===== src/hw/emph_pkg.sv =====
/*
  Shared constants and types of the encoder position-hold block.
  Assumes a 32-bit AHB-Lite register bus and word-aligned registers.
*/
package emph_pkg;
  // Register byte offsets.
  localparam logic [7:0] OFF_CTRL  = 8'h00;
  localparam logic [7:0] OFF_PPR   = 8'h04;
  localparam logic [7:0] OFF_MINF  = 8'h08;
  localparam logic [7:0] OFF_PMAXF = 8'h0C;
  localparam logic [7:0] OFF_ZOFS  = 8'h10;
  localparam logic [7:0] OFF_STAT  = 8'h14;
  localparam logic [7:0] OFF_POS   = 8'h18;
  localparam logic [7:0] OFF_ZBIAS = 8'h1C;
  localparam logic [7:0] OFF_TUNE  = 8'h20;
  localparam logic [7:0] OFF_SECT  = 8'h40;
  // Control field positions.
  localparam int CTL_MODE_BIT = 0;
  localparam int CTL_ENC_LSB  = 1;
  localparam int CTL_DIR_BIT  = 4;
  localparam int CTL_PDM_LSB  = 5;
  // Reset values.
  localparam logic [2:0]  ENC_RST   = 3'h3;
  localparam logic [15:0] PPR_RST   = 16'h0400;
  localparam logic [15:0] MINF_RST  = 16'h0005;
  localparam logic [15:0] PMAXF_RST = 16'h0064;
  localparam logic [15:0] ZOFS_RST  = 16'h0000;
  // Encoder type codes and limits.
  localparam logic [2:0]  ENC_GENERIC = 3'h3;
  localparam logic [2:0]  ENC_SINE    = 3'h4;
  localparam logic [1:0]  CARD_PULSE  = 2'h1;
  localparam logic [1:0]  CARD_SINE   = 2'h2;
  localparam logic [15:0] SECT_LIM    = 16'h270F;
  localparam logic [15:0] ZOFS_MAX    = 16'h270F;
  localparam logic [15:0] PMAXF_MIN   = 16'h0001;
  localparam logic [15:0] PMAXF_MAX   = 16'h03E8;
  localparam logic [31:0] ZBIAS_NONE  = 32'h0000_270F;
  localparam logic [7:0]  START_PCT   = 8'h64;
  // Hold state machine.
  typedef enum logic [1:0] {
    ST_RUN   = 2'b00,
    ST_WAITZ = 2'b01,
    ST_HOLD  = 2'b11
  } emph_state_t;
  // One section entry: signed rotations and signed pulses.
  typedef struct packed {
    logic signed [15:0] rot;
    logic signed [15:0] pls;
  } emph_sect_t;
endpackage


===== src/hw/emph_top.sv =====
/*
  Encoder position hold, sixteen-section absolute positioning and index origin.
  Assumes all inputs synchronous to REF_CLK_I, an AHB-Lite master with single
  word transfers, and one encoder step pulse per count on ENC_STEP_I.
  // Function
  // - Slow plus zero-hold captures and holds position.
  // - Mode 0 enters hold below minimum frequency.
  // - Switch input turns select bits into positions.
  // - Mode 1 waits index; origin index plus offset.
  // - Index bias reads position minus index position.
  // - Bias reads 9999 before first index.
  // - Section selects accepted only while gate high.
  // - Section targets are absolute from origin.
  // - Target is rotations times PPR plus pulses.
  // - Positive error forward, negative error reverse.
  // - Encoder type codes zero to four.
  // - Generic encoder starts with full magnetizing current.
  // - Mode 0 without stored angle starts zero.
  // - Sine feedback blocks all position modes.
  // - Card not matching type raises fault.
  // - Type change needs retune else fault.
  // - Section counts clamp to plus minus 9999.
  // - Move speed limited to position maximum.
  // - Select bits one to four are inputs.
*/
`timescale 1ns/1ps
module emph_top
  import emph_pkg::*;
(
  input  wire logic        REF_CLK_I,    // Clock, 10 MHz.
  input  wire logic        RST_N_I,      // Synchronous reset, active low.
  input  wire logic        HSEL_I,       // AHB slave select.
  input  wire logic [31:0] HADDR_I,      // AHB address.
  input  wire logic [1:0]  HTRANS_I,     // AHB transfer type.
  input  wire logic        HWRITE_I,     // AHB write.
  input  wire logic [2:0]  HSIZE_I,      // AHB size, word only.
  input  wire logic [31:0] HWDATA_I,     // AHB write data.
  input  wire logic        HREADY_I,     // AHB bus ready.
  output logic [31:0]      HRDATA_O,     // AHB read data.
  output logic             HREADYOUT_O,  // AHB slave ready.
  output logic             HRESP_O,      // AHB response, always OKAY.
  input  wire logic        RUN_I,        // Run command.
  input  wire logic        ZERO_HOLD_I,  // Zero-hold command.
  input  wire logic        POS_SWITCH_I, // Speed/position switch.
  input  wire logic        POS_GATE_I,   // Position command gate.
  input  wire logic [3:0]  SEL_I,        // Select bits 1 to 4.
  input  wire logic        ENC_STEP_I,   // One encoder count.
  input  wire logic        ENC_DIR_I,    // Count direction, high up.
  input  wire logic        ENC_INDEX_I,  // Index pulse.
  input  wire logic [15:0] OUT_FREQ_I,   // Output frequency, 0.1 Hz.
  input  wire logic [1:0]  CARD_TYPE_I,  // Installed feedback card.
  output logic             POS_MODE_O,   // Position hold active.
  output logic             FWD_O,        // Drive forward.
  output logic             REV_O,        // Drive reverse.
  output logic [15:0]      FREQ_LIM_O,   // Move frequency limit.
  output logic [7:0]       START_CUR_O,  // Start current, percent.
  output logic             ZERO_ANGLE_O, // Start from 0 degrees.
  output logic             CARD_FLT_O,   // Card mismatch fault.
  output logic             REALIGN_FLT_O // Realign needed fault.
);
  // Clamp a signed count into the section range.
  function automatic logic [15:0] clamp_cnt(input logic [15:0] v);
    if ($signed(v) > $signed(SECT_LIM)) begin
      return SECT_LIM;
    end else if ($signed(v) < -$signed(SECT_LIM)) begin
      return 16'(-$signed(SECT_LIM));
    end
    return v;
  endfunction

  // Clamp an unsigned value into a range.
  function automatic logic [15:0] clamp_u(input logic [15:0] v, lo, hi);
    return (v < lo) ? lo : ((v > hi) ? hi : v);
  endfunction

  // Section offset from origin in encoder counts.
  function automatic logic [31:0] sect_cnt(input emph_sect_t s, input logic [15:0] ppr);
    logic signed [33:0] p;
    p = 34'($signed(s.rot) * $signed({1'b0, ppr})) + 34'($signed(s.pls));
    return p[31:0];
  endfunction

  logic [7:0]  addr_ff;
  logic        wr_pend_ff;
  logic        rd_pend_ff;
  logic        mode_ff;
  logic [2:0]  enc_ff;
  logic        dir_inv_ff;
  logic [1:0]  pdm_ff;
  logic [15:0] ppr_ff;
  logic [15:0] minf_ff;
  logic [15:0] pmaxf_ff;
  logic [15:0] zofs_ff;
  logic        type_chg_ff;
  logic        angle_ok_ff;
  logic        run_q_ff;
  logic [31:0] pos_ff;
  logic [31:0] idx_pos_ff;
  logic        idx_seen_ff;
  logic [31:0] zbias_ff;
  logic [31:0] origin_ff;
  logic [31:0] target_ff;
  logic [3:0]  sel_ff;
  logic        use_sect_ff;
  emph_state_t state_ff;
  emph_sect_t  q_a;
  emph_sect_t  q_b;
  logic [31:0] rd_mux;
  logic        acc;
  logic        wr_ctrl;
  logic        wr_sect;
  logic        slow;
  logic        allow;
  logic        keep;
  logic [1:0]  card_exp;

  // An address phase is taken only on a selected NONSEQ or SEQ with the bus ready.
  assign acc     = HSEL_I & HREADY_I & HTRANS_I[1];
  assign wr_ctrl = wr_pend_ff & (addr_ff == OFF_CTRL);
  assign wr_sect = wr_pend_ff & (addr_ff[7:6] == OFF_SECT[7:6]);

  // Address phase capture; reads get one wait state for the registered table.
  always_ff @(posedge REF_CLK_I) begin
    if (!RST_N_I) begin
      addr_ff     <= 8'h00;
      wr_pend_ff  <= 1'b0;
      rd_pend_ff  <= 1'b0;
      HREADYOUT_O <= 1'b1;
      HRESP_O     <= 1'b0;
    end else begin
      wr_pend_ff  <= acc & HWRITE_I;
      rd_pend_ff  <= acc & ~HWRITE_I;
      HREADYOUT_O <= ~(acc & ~HWRITE_I);
      HRESP_O     <= 1'b0;
      if (acc) begin
        addr_ff <= {HADDR_I[7:2], 2'b00};
      end
    end
  end

  // Read multiplexer; unmapped addresses read as zero.
  always_comb begin
    rd_mux = 32'h0000_0000;
    if (addr_ff[7:6] == OFF_SECT[7:6]) begin
      rd_mux = q_a;
    end else begin
      unique case (addr_ff)
        OFF_CTRL:  rd_mux = {25'h0, pdm_ff, dir_inv_ff, enc_ff, mode_ff};
        OFF_PPR:   rd_mux = {16'h0, ppr_ff};
        OFF_MINF:  rd_mux = {16'h0, minf_ff};
        OFF_PMAXF: rd_mux = {16'h0, pmaxf_ff};
        OFF_ZOFS:  rd_mux = {16'h0, zofs_ff};
        OFF_STAT:  rd_mux = {22'h0, REALIGN_FLT_O, CARD_FLT_O, idx_seen_ff,
                             use_sect_ff, sel_ff, 2'(state_ff)};
        OFF_POS:   rd_mux = pos_ff;
        OFF_ZBIAS: rd_mux = zbias_ff;
        OFF_TUNE:  rd_mux = {31'h0, type_chg_ff};
        default:   rd_mux = 32'h0000_0000;
      endcase
    end
  end

  // Read data are loaded during the wait state and then held.
  always_ff @(posedge REF_CLK_I) begin
    if (!RST_N_I) begin
      HRDATA_O <= 32'h0000_0000;
    end else if (rd_pend_ff) begin
      HRDATA_O <= rd_mux;
    end
  end

  // Control register; codes above four are refused and the old type stays.
  always_ff @(posedge REF_CLK_I) begin
    if (!RST_N_I) begin
      mode_ff    <= 1'b0;
      enc_ff     <= ENC_RST;
      dir_inv_ff <= 1'b0;
      pdm_ff     <= 2'h0;
    end else if (wr_ctrl) begin
      mode_ff    <= HWDATA_I[CTL_MODE_BIT];
      dir_inv_ff <= HWDATA_I[CTL_DIR_BIT];
      pdm_ff     <= HWDATA_I[CTL_PDM_LSB +: 2];
      if (HWDATA_I[CTL_ENC_LSB +: 3] <= ENC_SINE) begin
        enc_ff <= HWDATA_I[CTL_ENC_LSB +: 3];
      end
    end
  end

  // Numeric settings; the maximum frequency and the index offset are held inside their legal ranges.
  always_ff @(posedge REF_CLK_I) begin
    if (!RST_N_I) begin
      ppr_ff   <= PPR_RST;
      minf_ff  <= MINF_RST;
      pmaxf_ff <= PMAXF_RST;
      zofs_ff  <= ZOFS_RST;
    end else if (wr_pend_ff) begin
      if (addr_ff == OFF_PPR) begin
        ppr_ff <= HWDATA_I[15:0];
      end
      if (addr_ff == OFF_MINF) begin
        minf_ff <= HWDATA_I[15:0];
      end
      if (addr_ff == OFF_PMAXF) begin
        pmaxf_ff <= clamp_u(HWDATA_I[15:0], PMAXF_MIN, PMAXF_MAX);
      end
      if (addr_ff == OFF_ZOFS) begin
        zofs_ff <= clamp_u(HWDATA_I[15:0], 16'h0000, ZOFS_MAX);
      end
    end
  end

  // A type change stays pending until tuning is reported; a new change wins.
  always_ff @(posedge REF_CLK_I) begin
    if (!RST_N_I) begin
      type_chg_ff <= 1'b0;
    end else if (wr_ctrl && HWDATA_I[CTL_ENC_LSB +: 3] != enc_ff
                 && HWDATA_I[CTL_ENC_LSB +: 3] <= ENC_SINE) begin
      type_chg_ff <= 1'b1;
    end else if (wr_pend_ff && addr_ff == OFF_TUNE && HWDATA_I[0]) begin
      type_chg_ff <= 1'b0;
    end
  end

  // Fault outputs; running with a pending type change needs realignment.
  assign card_exp = (enc_ff == ENC_SINE) ? CARD_SINE : CARD_PULSE;
  always_ff @(posedge REF_CLK_I) begin
    if (!RST_N_I) begin
      CARD_FLT_O    <= 1'b0;
      REALIGN_FLT_O <= 1'b0;
    end else begin
      CARD_FLT_O    <= (CARD_TYPE_I != card_exp);
      REALIGN_FLT_O <= type_chg_ff & RUN_I;
    end
  end

  // Section table; counts are clamped on the way in.
  emph_sect_mem #(
    .DEPTH(16)
  ) i_emph_sect_mem (
    .clk_i     (REF_CLK_I),
    .we_i      (wr_sect),
    .waddr_i   (addr_ff[5:2]),
    .wdata_i   ({clamp_cnt(HWDATA_I[31:16]), clamp_cnt(HWDATA_I[15:0])}),
    .raddr_a_i (HADDR_I[5:2]),
    .raddr_b_i (sel_ff),
    .q_a_o     (q_a),
    .q_b_o     (q_b)
  );

  // Shaft counter; the direction bit can be turned round by software.
  always_ff @(posedge REF_CLK_I) begin
    if (!RST_N_I) begin
      pos_ff <= 32'h0000_0000;
    end else if (ENC_STEP_I) begin
      pos_ff <= (ENC_DIR_I ^ dir_inv_ff) ? pos_ff + 32'h0000_0001
                                         : pos_ff - 32'h0000_0001;
    end
  end

  // Index capture and bias monitor; until the first index the bias reads 9999.
  always_ff @(posedge REF_CLK_I) begin
    if (!RST_N_I) begin
      idx_pos_ff  <= 32'h0000_0000;
      idx_seen_ff <= 1'b0;
      zbias_ff    <= ZBIAS_NONE;
    end else begin
      if (ENC_INDEX_I) begin
        idx_pos_ff  <= pos_ff;
        idx_seen_ff <= 1'b1;
      end
      zbias_ff <= idx_seen_ff ? pos_ff - idx_pos_ff : ZBIAS_NONE;
    end
  end

  // Sine feedback never lets a position mode start or continue.
  assign slow  = OUT_FREQ_I < minf_ff;
  assign keep  = RUN_I & ZERO_HOLD_I & (enc_ff != ENC_SINE);
  assign allow = keep & slow;

  // Hold state machine and origin capture.
  always_ff @(posedge REF_CLK_I) begin
    if (!RST_N_I) begin
      state_ff  <= ST_RUN;
      origin_ff <= 32'h0000_0000;
    end else begin
      unique case (state_ff)
        ST_RUN: begin
          if (allow && !mode_ff) begin
            state_ff  <= ST_HOLD;
            origin_ff <= pos_ff;
          end else if (allow) begin
            state_ff <= ST_WAITZ;
          end
        end
        ST_WAITZ: begin
          if (!keep) begin
            state_ff <= ST_RUN;
          end else if (ENC_INDEX_I && slow) begin
            state_ff  <= ST_HOLD;
            origin_ff <= pos_ff + {16'h0000, zofs_ff};
          end
        end
        ST_HOLD: begin
          if (!keep) begin
            state_ff <= ST_RUN;
          end
        end
        default: state_ff <= ST_RUN;
      endcase
    end
  end

  // Section selection is taken only in hold with switch and gate both high.
  always_ff @(posedge REF_CLK_I) begin
    if (!RST_N_I) begin
      sel_ff      <= 4'h0;
      use_sect_ff <= 1'b0;
    end else if (state_ff != ST_HOLD) begin
      use_sect_ff <= 1'b0;
    end else if (POS_SWITCH_I && POS_GATE_I) begin
      sel_ff      <= SEL_I;
      use_sect_ff <= 1'b1;
    end
  end

  // Target is absolute from the origin; the table read adds one cycle.
  always_ff @(posedge REF_CLK_I) begin
    if (!RST_N_I) begin
      target_ff <= 32'h0000_0000;
    end else if (state_ff != ST_HOLD) begin
      target_ff <= pos_ff;
    end else begin
      target_ff <= use_sect_ff ? origin_ff + sect_cnt(q_b, ppr_ff) : origin_ff;
    end
  end

  // Direction and speed limit of the move, both held at zero outside hold.
  always_ff @(posedge REF_CLK_I) begin
    if (!RST_N_I) begin
      POS_MODE_O <= 1'b0;
      FWD_O      <= 1'b0;
      REV_O      <= 1'b0;
      FREQ_LIM_O <= 16'h0000;
    end else begin
      POS_MODE_O <= (state_ff == ST_HOLD);
      FWD_O      <= (state_ff == ST_HOLD) && $signed(target_ff) > $signed(pos_ff);
      REV_O      <= (state_ff == ST_HOLD) && $signed(target_ff) < $signed(pos_ff);
      FREQ_LIM_O <= (state_ff == ST_HOLD) ? pmaxf_ff : 16'h0000;
    end
  end

  // A stop angle exists only after one stop since power-up.
  always_ff @(posedge REF_CLK_I) begin
    if (!RST_N_I) begin
      run_q_ff    <= 1'b0;
      angle_ok_ff <= 1'b0;
    end else begin
      run_q_ff <= RUN_I;
      if (run_q_ff && !RUN_I) begin
        angle_ok_ff <= 1'b1;
      end
    end
  end

  // Start behaviour of the generic incremental encoder.
  always_ff @(posedge REF_CLK_I) begin
    if (!RST_N_I) begin
      START_CUR_O  <= 8'h00;
      ZERO_ANGLE_O <= 1'b0;
    end else begin
      START_CUR_O  <= (enc_ff == ENC_GENERIC) ? START_PCT : 8'h00;
      ZERO_ANGLE_O <= (enc_ff == ENC_GENERIC) && pdm_ff == 2'h0 && !angle_ok_ff;
    end
  end
endmodule // emph_top


===== src/hw/emph_sect_mem.sv =====
/*
  Sixteen-entry section table with one write port and two registered read ports.
  Assumes a single clock; read data appear one edge after the address.
*/
`timescale 1ns/1ps
module emph_sect_mem
  import emph_pkg::*;
#(
  parameter int DEPTH = 16
) (
  input  wire logic       clk_i,   // Clock.
  input  wire logic       we_i,    // Write strobe.
  input  wire logic [3:0] waddr_i, // Write index.
  input  wire emph_sect_t wdata_i, // Write entry.
  input  wire logic [3:0] raddr_a_i, // Bus read index.
  input  wire logic [3:0] raddr_b_i, // Section read index.
  output emph_sect_t      q_a_o,   // Bus read data.
  output emph_sect_t      q_b_o    // Section read data.
);
  emph_sect_t mem [DEPTH];

  // Table contents; no reset so the storage maps onto plain RAM.
  always_ff @(posedge clk_i) begin
    if (we_i) begin
      mem[waddr_i] <= wdata_i;
    end
  end

  // Both read ports are registered.
  always_ff @(posedge clk_i) begin
    q_a_o <= mem[raddr_a_i];
    q_b_o <= mem[raddr_b_i];
  end
endmodule // emph_sect_mem


===== config.mk =====
export PLATFORM = sky130hd
export DESIGN_NAME = emph_top
export DESIGN_NICKNAME = d
export VERILOG_FILES = /design/src/hw/emph_pkg.sv /design/src/hw/emph_top.sv /design/src/hw/emph_sect_mem.sv
export SDC_FILE = /design/constraint.sdc
export NUM_CORES = 2
export LEC_CHECK = 0
export BUFFER_PORTS_ARGS = -buffer_cell sky130_fd_sc_hd__buf_4
export CAP_MARGIN = 20
export CELL_PAD_IN_SITES_DETAIL_PLACEMENT = 1
export CELL_PAD_IN_SITES_GLOBAL_PLACEMENT = 2
export CORE_ASPECT_RATIO = 0.9
export CORE_MARGIN = 5
export CORE_UTILIZATION = 44
export CTS_CLUSTER_DIAMETER = 150
export CTS_CLUSTER_SIZE = 20
export DETAILED_ROUTE_END_ITERATION = 6
export PLACE_DENSITY = 0.8
export SYNTH_ARGS = -nofsm -noshare
export SYNTH_HDL_FRONTEND = slang
export SYNTH_SLANG_ARGS = --single-unit

===== constraint.sdc =====
create_clock -name REF_CLK_I -period 7.45 [get_ports REF_CLK_I]
set_clock_uncertainty 0.05 [all_clocks]
set_input_delay 1.1175 -clock REF_CLK_I [delete_from_list [all_inputs] [get_ports REF_CLK_I]]
set_output_delay 1.1175 -clock REF_CLK_I [all_outputs]
set_load 0.02 [all_outputs]

Word level (Yosys, flattened, before mapping)
Memories as Yosys holds them, arrays and structs flattened. A register that Yosys moved wholly into a read port is not among the register bits. Index checks and enable logic that the tools add are counted.

$add $sub $neg: 6. Multiply operators: 1. Magnitude comparators: 12. Equal/unequal tests: 23. Multiplexer cells: 35. Bitwise logic cells: 15. Reductions and logical operators: 31.

Operator list (number): $pmux 32 s9 (1); $mux 32 (7); $mux 16 (10); $add 32x16->32 (2); $pmux 32 s2 (1); $add 32x1->32 const B (1); $add 32x32->32 (1); $gt 16x15->1 const B (2); $gt 32x32->1 (1); $lt 16x1->1 const B (2); $lt 16x15->1 const B (2); $lt 32x32->1 (1); $mul 16x17->32 (1); $sub 32x1->32 const B (1); $sub 32x32->32 (1); $eq 6x3->1 const B (4); $gt 16x10->1 const B (1); $gt 16x14->1 const B (1); $lt 16x16->1 (1); $reduce_and 2->1 (8); $eq 6x2->1 const B (2); $logic_and 1x1->1 (12); $mux 2 (6); $and 1x1->1 (10); other kinds (23) (44).

Bits in registers: 313. RAM bits: 512. Input bits: 103. Output and inout port bits: 64. Logic and storage cells: 157. Memories: 1.

Memories: i_emph_sect_mem.mem (words 16, bits a word 32, read ports 2, clocked after Yosys merged registers in 2, write ports 1, line emph_sect_mem.sv:20) `emph_sect_t mem [DEPTH];`.

Logic depth before layout (Yosys ltp)
Word-level depth: 6. Depth in mapped cells: 24. Depth with buffers taken out: 23.

Cells and area by module
From an unflattened synthesis, not the netlist that was laid out.

Cells, all modules: 4550. Area, all modules: 52575.4 um^2.

Modules (own cells, without submodules): emph_top (instances 1, cells an instance 3409, area each 28372.2 um^2, sequential area each 6125.9 um^2); emph_sect_mem (instances 1, cells an instance 1141, area each 24203.2 um^2, sequential area each 16656.0 um^2).

Least setup slack after synthesis
No wires, ideal clock.

Path type: reg-to-reg. Start: register ppr_ff[8]. End: register target_ff[29]. Setup time: 91 ps. Arrival time: 5779 ps. Data required time: 7309 ps. Setup slack: 1530 ps. Cell stages (with the launch flop): 23. Path buffers: 2. Period minus slack after synthesis: 5920 ps. Path through: dfxtp_1 clkbuf_1 clkbuf_1 nand2_1 fa_1 fa_1 fa_1 fa_1 inv_1 fa_1 inv_1 fa_1 inv_1 ha_1 nand2_1 nor2_1 a31oi_1 a21oi_1 o31ai_4 o31ai_2 a31oi_1 xor2_1 a311oi_1.

Word-level cells in the longest chain between the ends: 5.

Ends and longest elaborated chain: start: declaration (line emph_top.sv:90) `logic [15:0] ppr_ff;`; start signal: assignment (line emph_top.sv:198) `ppr_ff <= HWDATA_I[15:0];`; $mul 16x17->32 (line emph_top.sv:79) `p = 34'($signed(s.rot) * $signed({1'b0, ppr})) + 34'($signed(s.pls));`; $add 32x16->32 (line emph_top.sv:79); $add 32x32->32 (line emph_top.sv:333) `target_ff <= use_sect_ff ? origin_ff + sect_cnt(q_b, ppr_ff) : origin_ff;`; $mux 32 (line emph_top.sv:333); $mux 32 (line emph_top.sv:330) `end else if (state_ff != ST_HOLD) begin`; end signal: assignment (line emph_top.sv:331) `target_ff <= pos_ff;`; end signal: assignment (line emph_top.sv:333); end: declaration (line emph_top.sv:102) `logic [31:0] target_ff;`.

No other way between the ends. A chain may end at the register's enable or synchronous reset.

Worst setup path in the final report
Start: register ppr_ff[9]. End: register target_ff[28].

The elaborated chain is that of the path after synthesis.

==> reports/results.tsv <==
stage	metric	value	unit
run_status	run_status	completed	
pwr	ir_drop	0.000227	V
critical_path	rr_endpoint	target_ff[28]	
yosys	syn_area_per_cell	11.9	um^2
timing	timing.final.setup_violations	0	
cells_and_area	area_growth_synth_to_finish	8.04	%
placement	gpl.final_weighted_congestion	0.939	
detailed_routing	drtPass1Iterations	6	
pwr	seq_power_share	51.9	%
floorplanning	chipWidth	374	um
yosys	synth_top_area_share	29.3	%
yosys	synth_enable_flop_cells	512	
grt	maximum_number_of_pins_on_one_net_before_global_route_repair	135	
placement	post-dp-hpwl	121	mm
floorplanning	fp.coreArea	119000	um^2
cells_and_area	nets	5043	
placement	io_buffers	130	
grt	first_global_vias	37900	
clocking	cts.repair_timing.setup_buffer_count	0	
pwr	leakagePower	21.6	nW
pwr	power.combinational.fraction	20.1	%
critical_path	crit_type	flip-flop to flip-flop	
timing	clock.fmax	146	MHz
floorplanning	die_area	126000	um^2
floorplanning	fp.dieH	338	um
timing	whs	0.380	ns
detailed_routing	antenna_violating_nets_post_route	0	
yosys	synthesis.instances	4396	
detailed_routing	post-route-drc-count	0	
critical_path	timing.rr.start	ppr_ff[9]	
critical_path	reg2reg_setup_slack	0.61	ns
yosys	postSynth.topFlopCell	sky130_fd_sc_hd__edfxtp_1	
clocking	cts_resized	0	
clocking	cts_buffers	50	
yosys	ys_seq_area_share	43.4	%
yosys	yosys_register_bits	882	
clocking	insertion_delay	0.70	ns
pwr	power.share.clock	27.9	%
critical_path	start_kind	flip-flop	
critical_path	critPathArrivalTime	7.32	ns
pwr	netSwitchingPower	3.16	mW
clocking	ctsHtreeMaxLevel	2	
timing	max_slew.worst_pin.slew	1.26	ns
grt	track_usage	27.2	%
detailed_routing	wl_per_cell	28.7	um
hold_path	timing.hold.worst_path_depth	1	
clocking	cts.clk_slew.worst_paths	0.09	ns
pwr	cellInternalPower	7.41	mW
cells_and_area	fraction_of_layout_cells_with_a_size_suffix_above_1	14.7	%
pwr	swShare	29.9	%
floorplanning	pin_count	167	
timing	clock_period_minus_worst_slack	6.84	ns
timing	report.final.slew_viol_count	0	
yosys	post-synth-top-area-cell	sky130_fd_sc_hd__edfxtp_1	
timing	final-hold-violation-count	0	
clocking	tritoncts	built	
yosys	yosys_warnings	0	
clocking	numClockSinks	882	
timing	finalSetupTns	0	ns
detailed_routing	num_vias	36200	
hold_path	hold_class	flip-flop to flip-flop	
clocking	cts_hold_buf	0	
grt	grt_antenna_before_repair	14	
timing	timing.final.crit_share	91.8	%
timing	max_slew_margin	15.7	%
yosys	synthTopCellsByArea	sky130_fd_sc_hd__edfxtp_1 (29%), sky130_fd_sc_hd__dfxtp_1 (14%), sky130_fd_sc_hd__mux4_2 (14%)	
detailed_routing	initialDrtViolationCount	3110	
hold_path	min_to	ZERO_ANGLE_O	
critical_path	required_time_of_the_critical_path	7.93	ns
clocking	cts.root.buffer_cell	sky130_fd_sc_hd__clkbuf_16	
placement	place.detailed.instances	5946	
job	maxCapViolCount	0	
floorplanning	fp-row-count	120	
clocking	cts.path.max_buffers	3	
critical_path	worstRegToRegCells	20	
grt	grt_overflow	0	
floorplanning	initial_core_utilization	44.2	%
critical_path	cp-end-kind	flip-flop	
yosys	mappedNetlistArea	52500	um^2
cells_and_area	final_cells	6033	
timing	rsz_0062_raised_after_global_routing	no	
detailed_routing	finalWirelength	173	mm
yosys	synth_async_sr_flop_share	0	%
hold_path	hold_path_startpoint	angle_ok_ff	
detailed_routing	drt-vias-per-instance	6.00	
yosys	synth_cell_type_count	79	
yosys	yosysMostFrequentCell	sky130_fd_sc_hd__edfxtp_1	
grt	grt_first_pass_wirelength	254	mm
yosys	most_common_library_cells_after_synthesis	sky130_fd_sc_hd__edfxtp_1 (512), sky130_fd_sc_hd__inv_1 (458), sky130_fd_sc_hd__nand2_1 (426)	
pwr	p_per_area	187	nW/um^2
critical_path	crit_fanout	18	
[final cells by class]
type	instances	area, um^2
diodes	5	12.5
clock buffers	78	1360
clock inverters	4	80.1
fillers	12400	62100
inverters	459	1730
multi-input cells	2809	27100
flip-flops and latches	882	22800
well taps	1586	1980
repair buffers	210	1620
[critical path, stage by stage (launching register included)]
cell,delay [ns]
sky130_fd_sc_hd__dfxtp_1,1.03
sky130_fd_sc_hd__nand2_1,0.19
sky130_fd_sc_hd__fa_1,0.55
sky130_fd_sc_hd__fa_1,0.48
sky130_fd_sc_hd__fa_1,0.52
sky130_fd_sc_hd__fa_1,0.54
sky130_fd_sc_hd__inv_1,0.05
sky130_fd_sc_hd__fa_1,0.48
sky130_fd_sc_hd__inv_1,0.05
sky130_fd_sc_hd__fa_1,0.47
sky130_fd_sc_hd__inv_1,0.06
sky130_fd_sc_hd__ha_1,0.34
sky130_fd_sc_hd__a21o_1,0.18
sky130_fd_sc_hd__a21o_1,0.18
sky130_fd_sc_hd__a21oi_1,0.21
sky130_fd_sc_hd__nor2_1,0.10
sky130_fd_sc_hd__o211ai_1,0.36
sky130_fd_sc_hd__a311oi_1,0.21
sky130_fd_sc_hd__o31ai_1,0.35
sky130_fd_sc_hd__mux2i_1,0.23
sky130_fd_sc_hd__nor3_1,0.05
[registers in the layout, indices dropped and copies added (netlist names), 32 cells and up]
register	flops
zbias_ff	32
idx_pos_ff	32
origin_ff	32
target_ff	32
i_emph_sect_mem.q_b_o	32
pos_ff	32
HRDATA_O	32
i_emph_sect_mem.mem	512
i_emph_sect_mem.q_a_o	32
[worst max-delay path by stage]
stage,startpoint,endpoint,slack (ns)
2_1_floorplan,ppr_ff[8],target_ff[29],1.53
3_3_place_gp,ppr_ff[9],target_ff[28],0.60
3_5_place_dp,ppr_ff[9],target_ff[28],0.57
4_1_cts,ppr_ff[9],target_ff[28],0.57
5_1_grt,ppr_ff[9],target_ff[29],0.24
6_report,ppr_ff[9],target_ff[28],0.61
[cell usage in the layout (no fill, tap or decap), drive strengths merged, types with 56 or more instances in the layout]
cell type  instances
edfxtp           512
inv              460
nand2            426
dfxtp            370
mux4             324
ha               273
nor2             257
fa               255
a21oi            223
buf              209
o21ai            148
and2             136
mux2i             83
clkbuf            79
xnor2             77
a211oi            56
[stage by stage]
stage | util [%] | total power, mW | setup slack (ns) | instance area, um^2
after floorplan | - | 6.99 | 1.53 | 52500
after global placement | 46.5 | 7.66 | 0.599 | 55200
after detailed placement | 46.5 | 7.70 | 0.568 | 55200
after CTS | 47.7 | 10.6 | 0.573 | 56700
after global routing | 47.7 | 11.1 | 0.244 | 56700
final | 47.7 | 10.6 | 0.608 | 56700
[cells by family (layout without fill, tap and decap cells)]
kind of cell             after synthesis  after routing  share of synthesized area [%]
AO/OA/AOI/OAI                        686            686                           8.42
XOR/XNOR                              99             99                           1.65
adder cells (fa/ha/maj)              528            528                           16.2
buffers and inverters                710            751                           5.18
flip-flops                           882            882                           43.4
multiplexers                         413            413                           15.6
other                                  1             11                        0.00715
AND/OR/NAND/NOR                     1077           1077                           9.48
[power groups by stage]
stage / Clock (mW) / Combinational, mW / Sequential (mW)
6_report: 2.96 / 2.13 / 5.49
5_1_grt: 3.22 / 2.34 / 5.50
4_1_cts: 3.02 / 2.11 / 5.49
3_5_place_dp: 0 / 2.10 / 5.60
3_3_place_gp: 0 / 2.07 / 5.59
2_1_floorplan: 0 / 1.49 / 5.49
[layer usage]
layer	up-vias	track usage, %	part of all wire (%)
met3	249	7.22	8.8
met5	-	0	0.032
met4	10	8.96	3.7
met1	18900	36.9	42
li1	15700	-	-
met2	1324	43.0	45
Power figures use the tool's default switching activity.
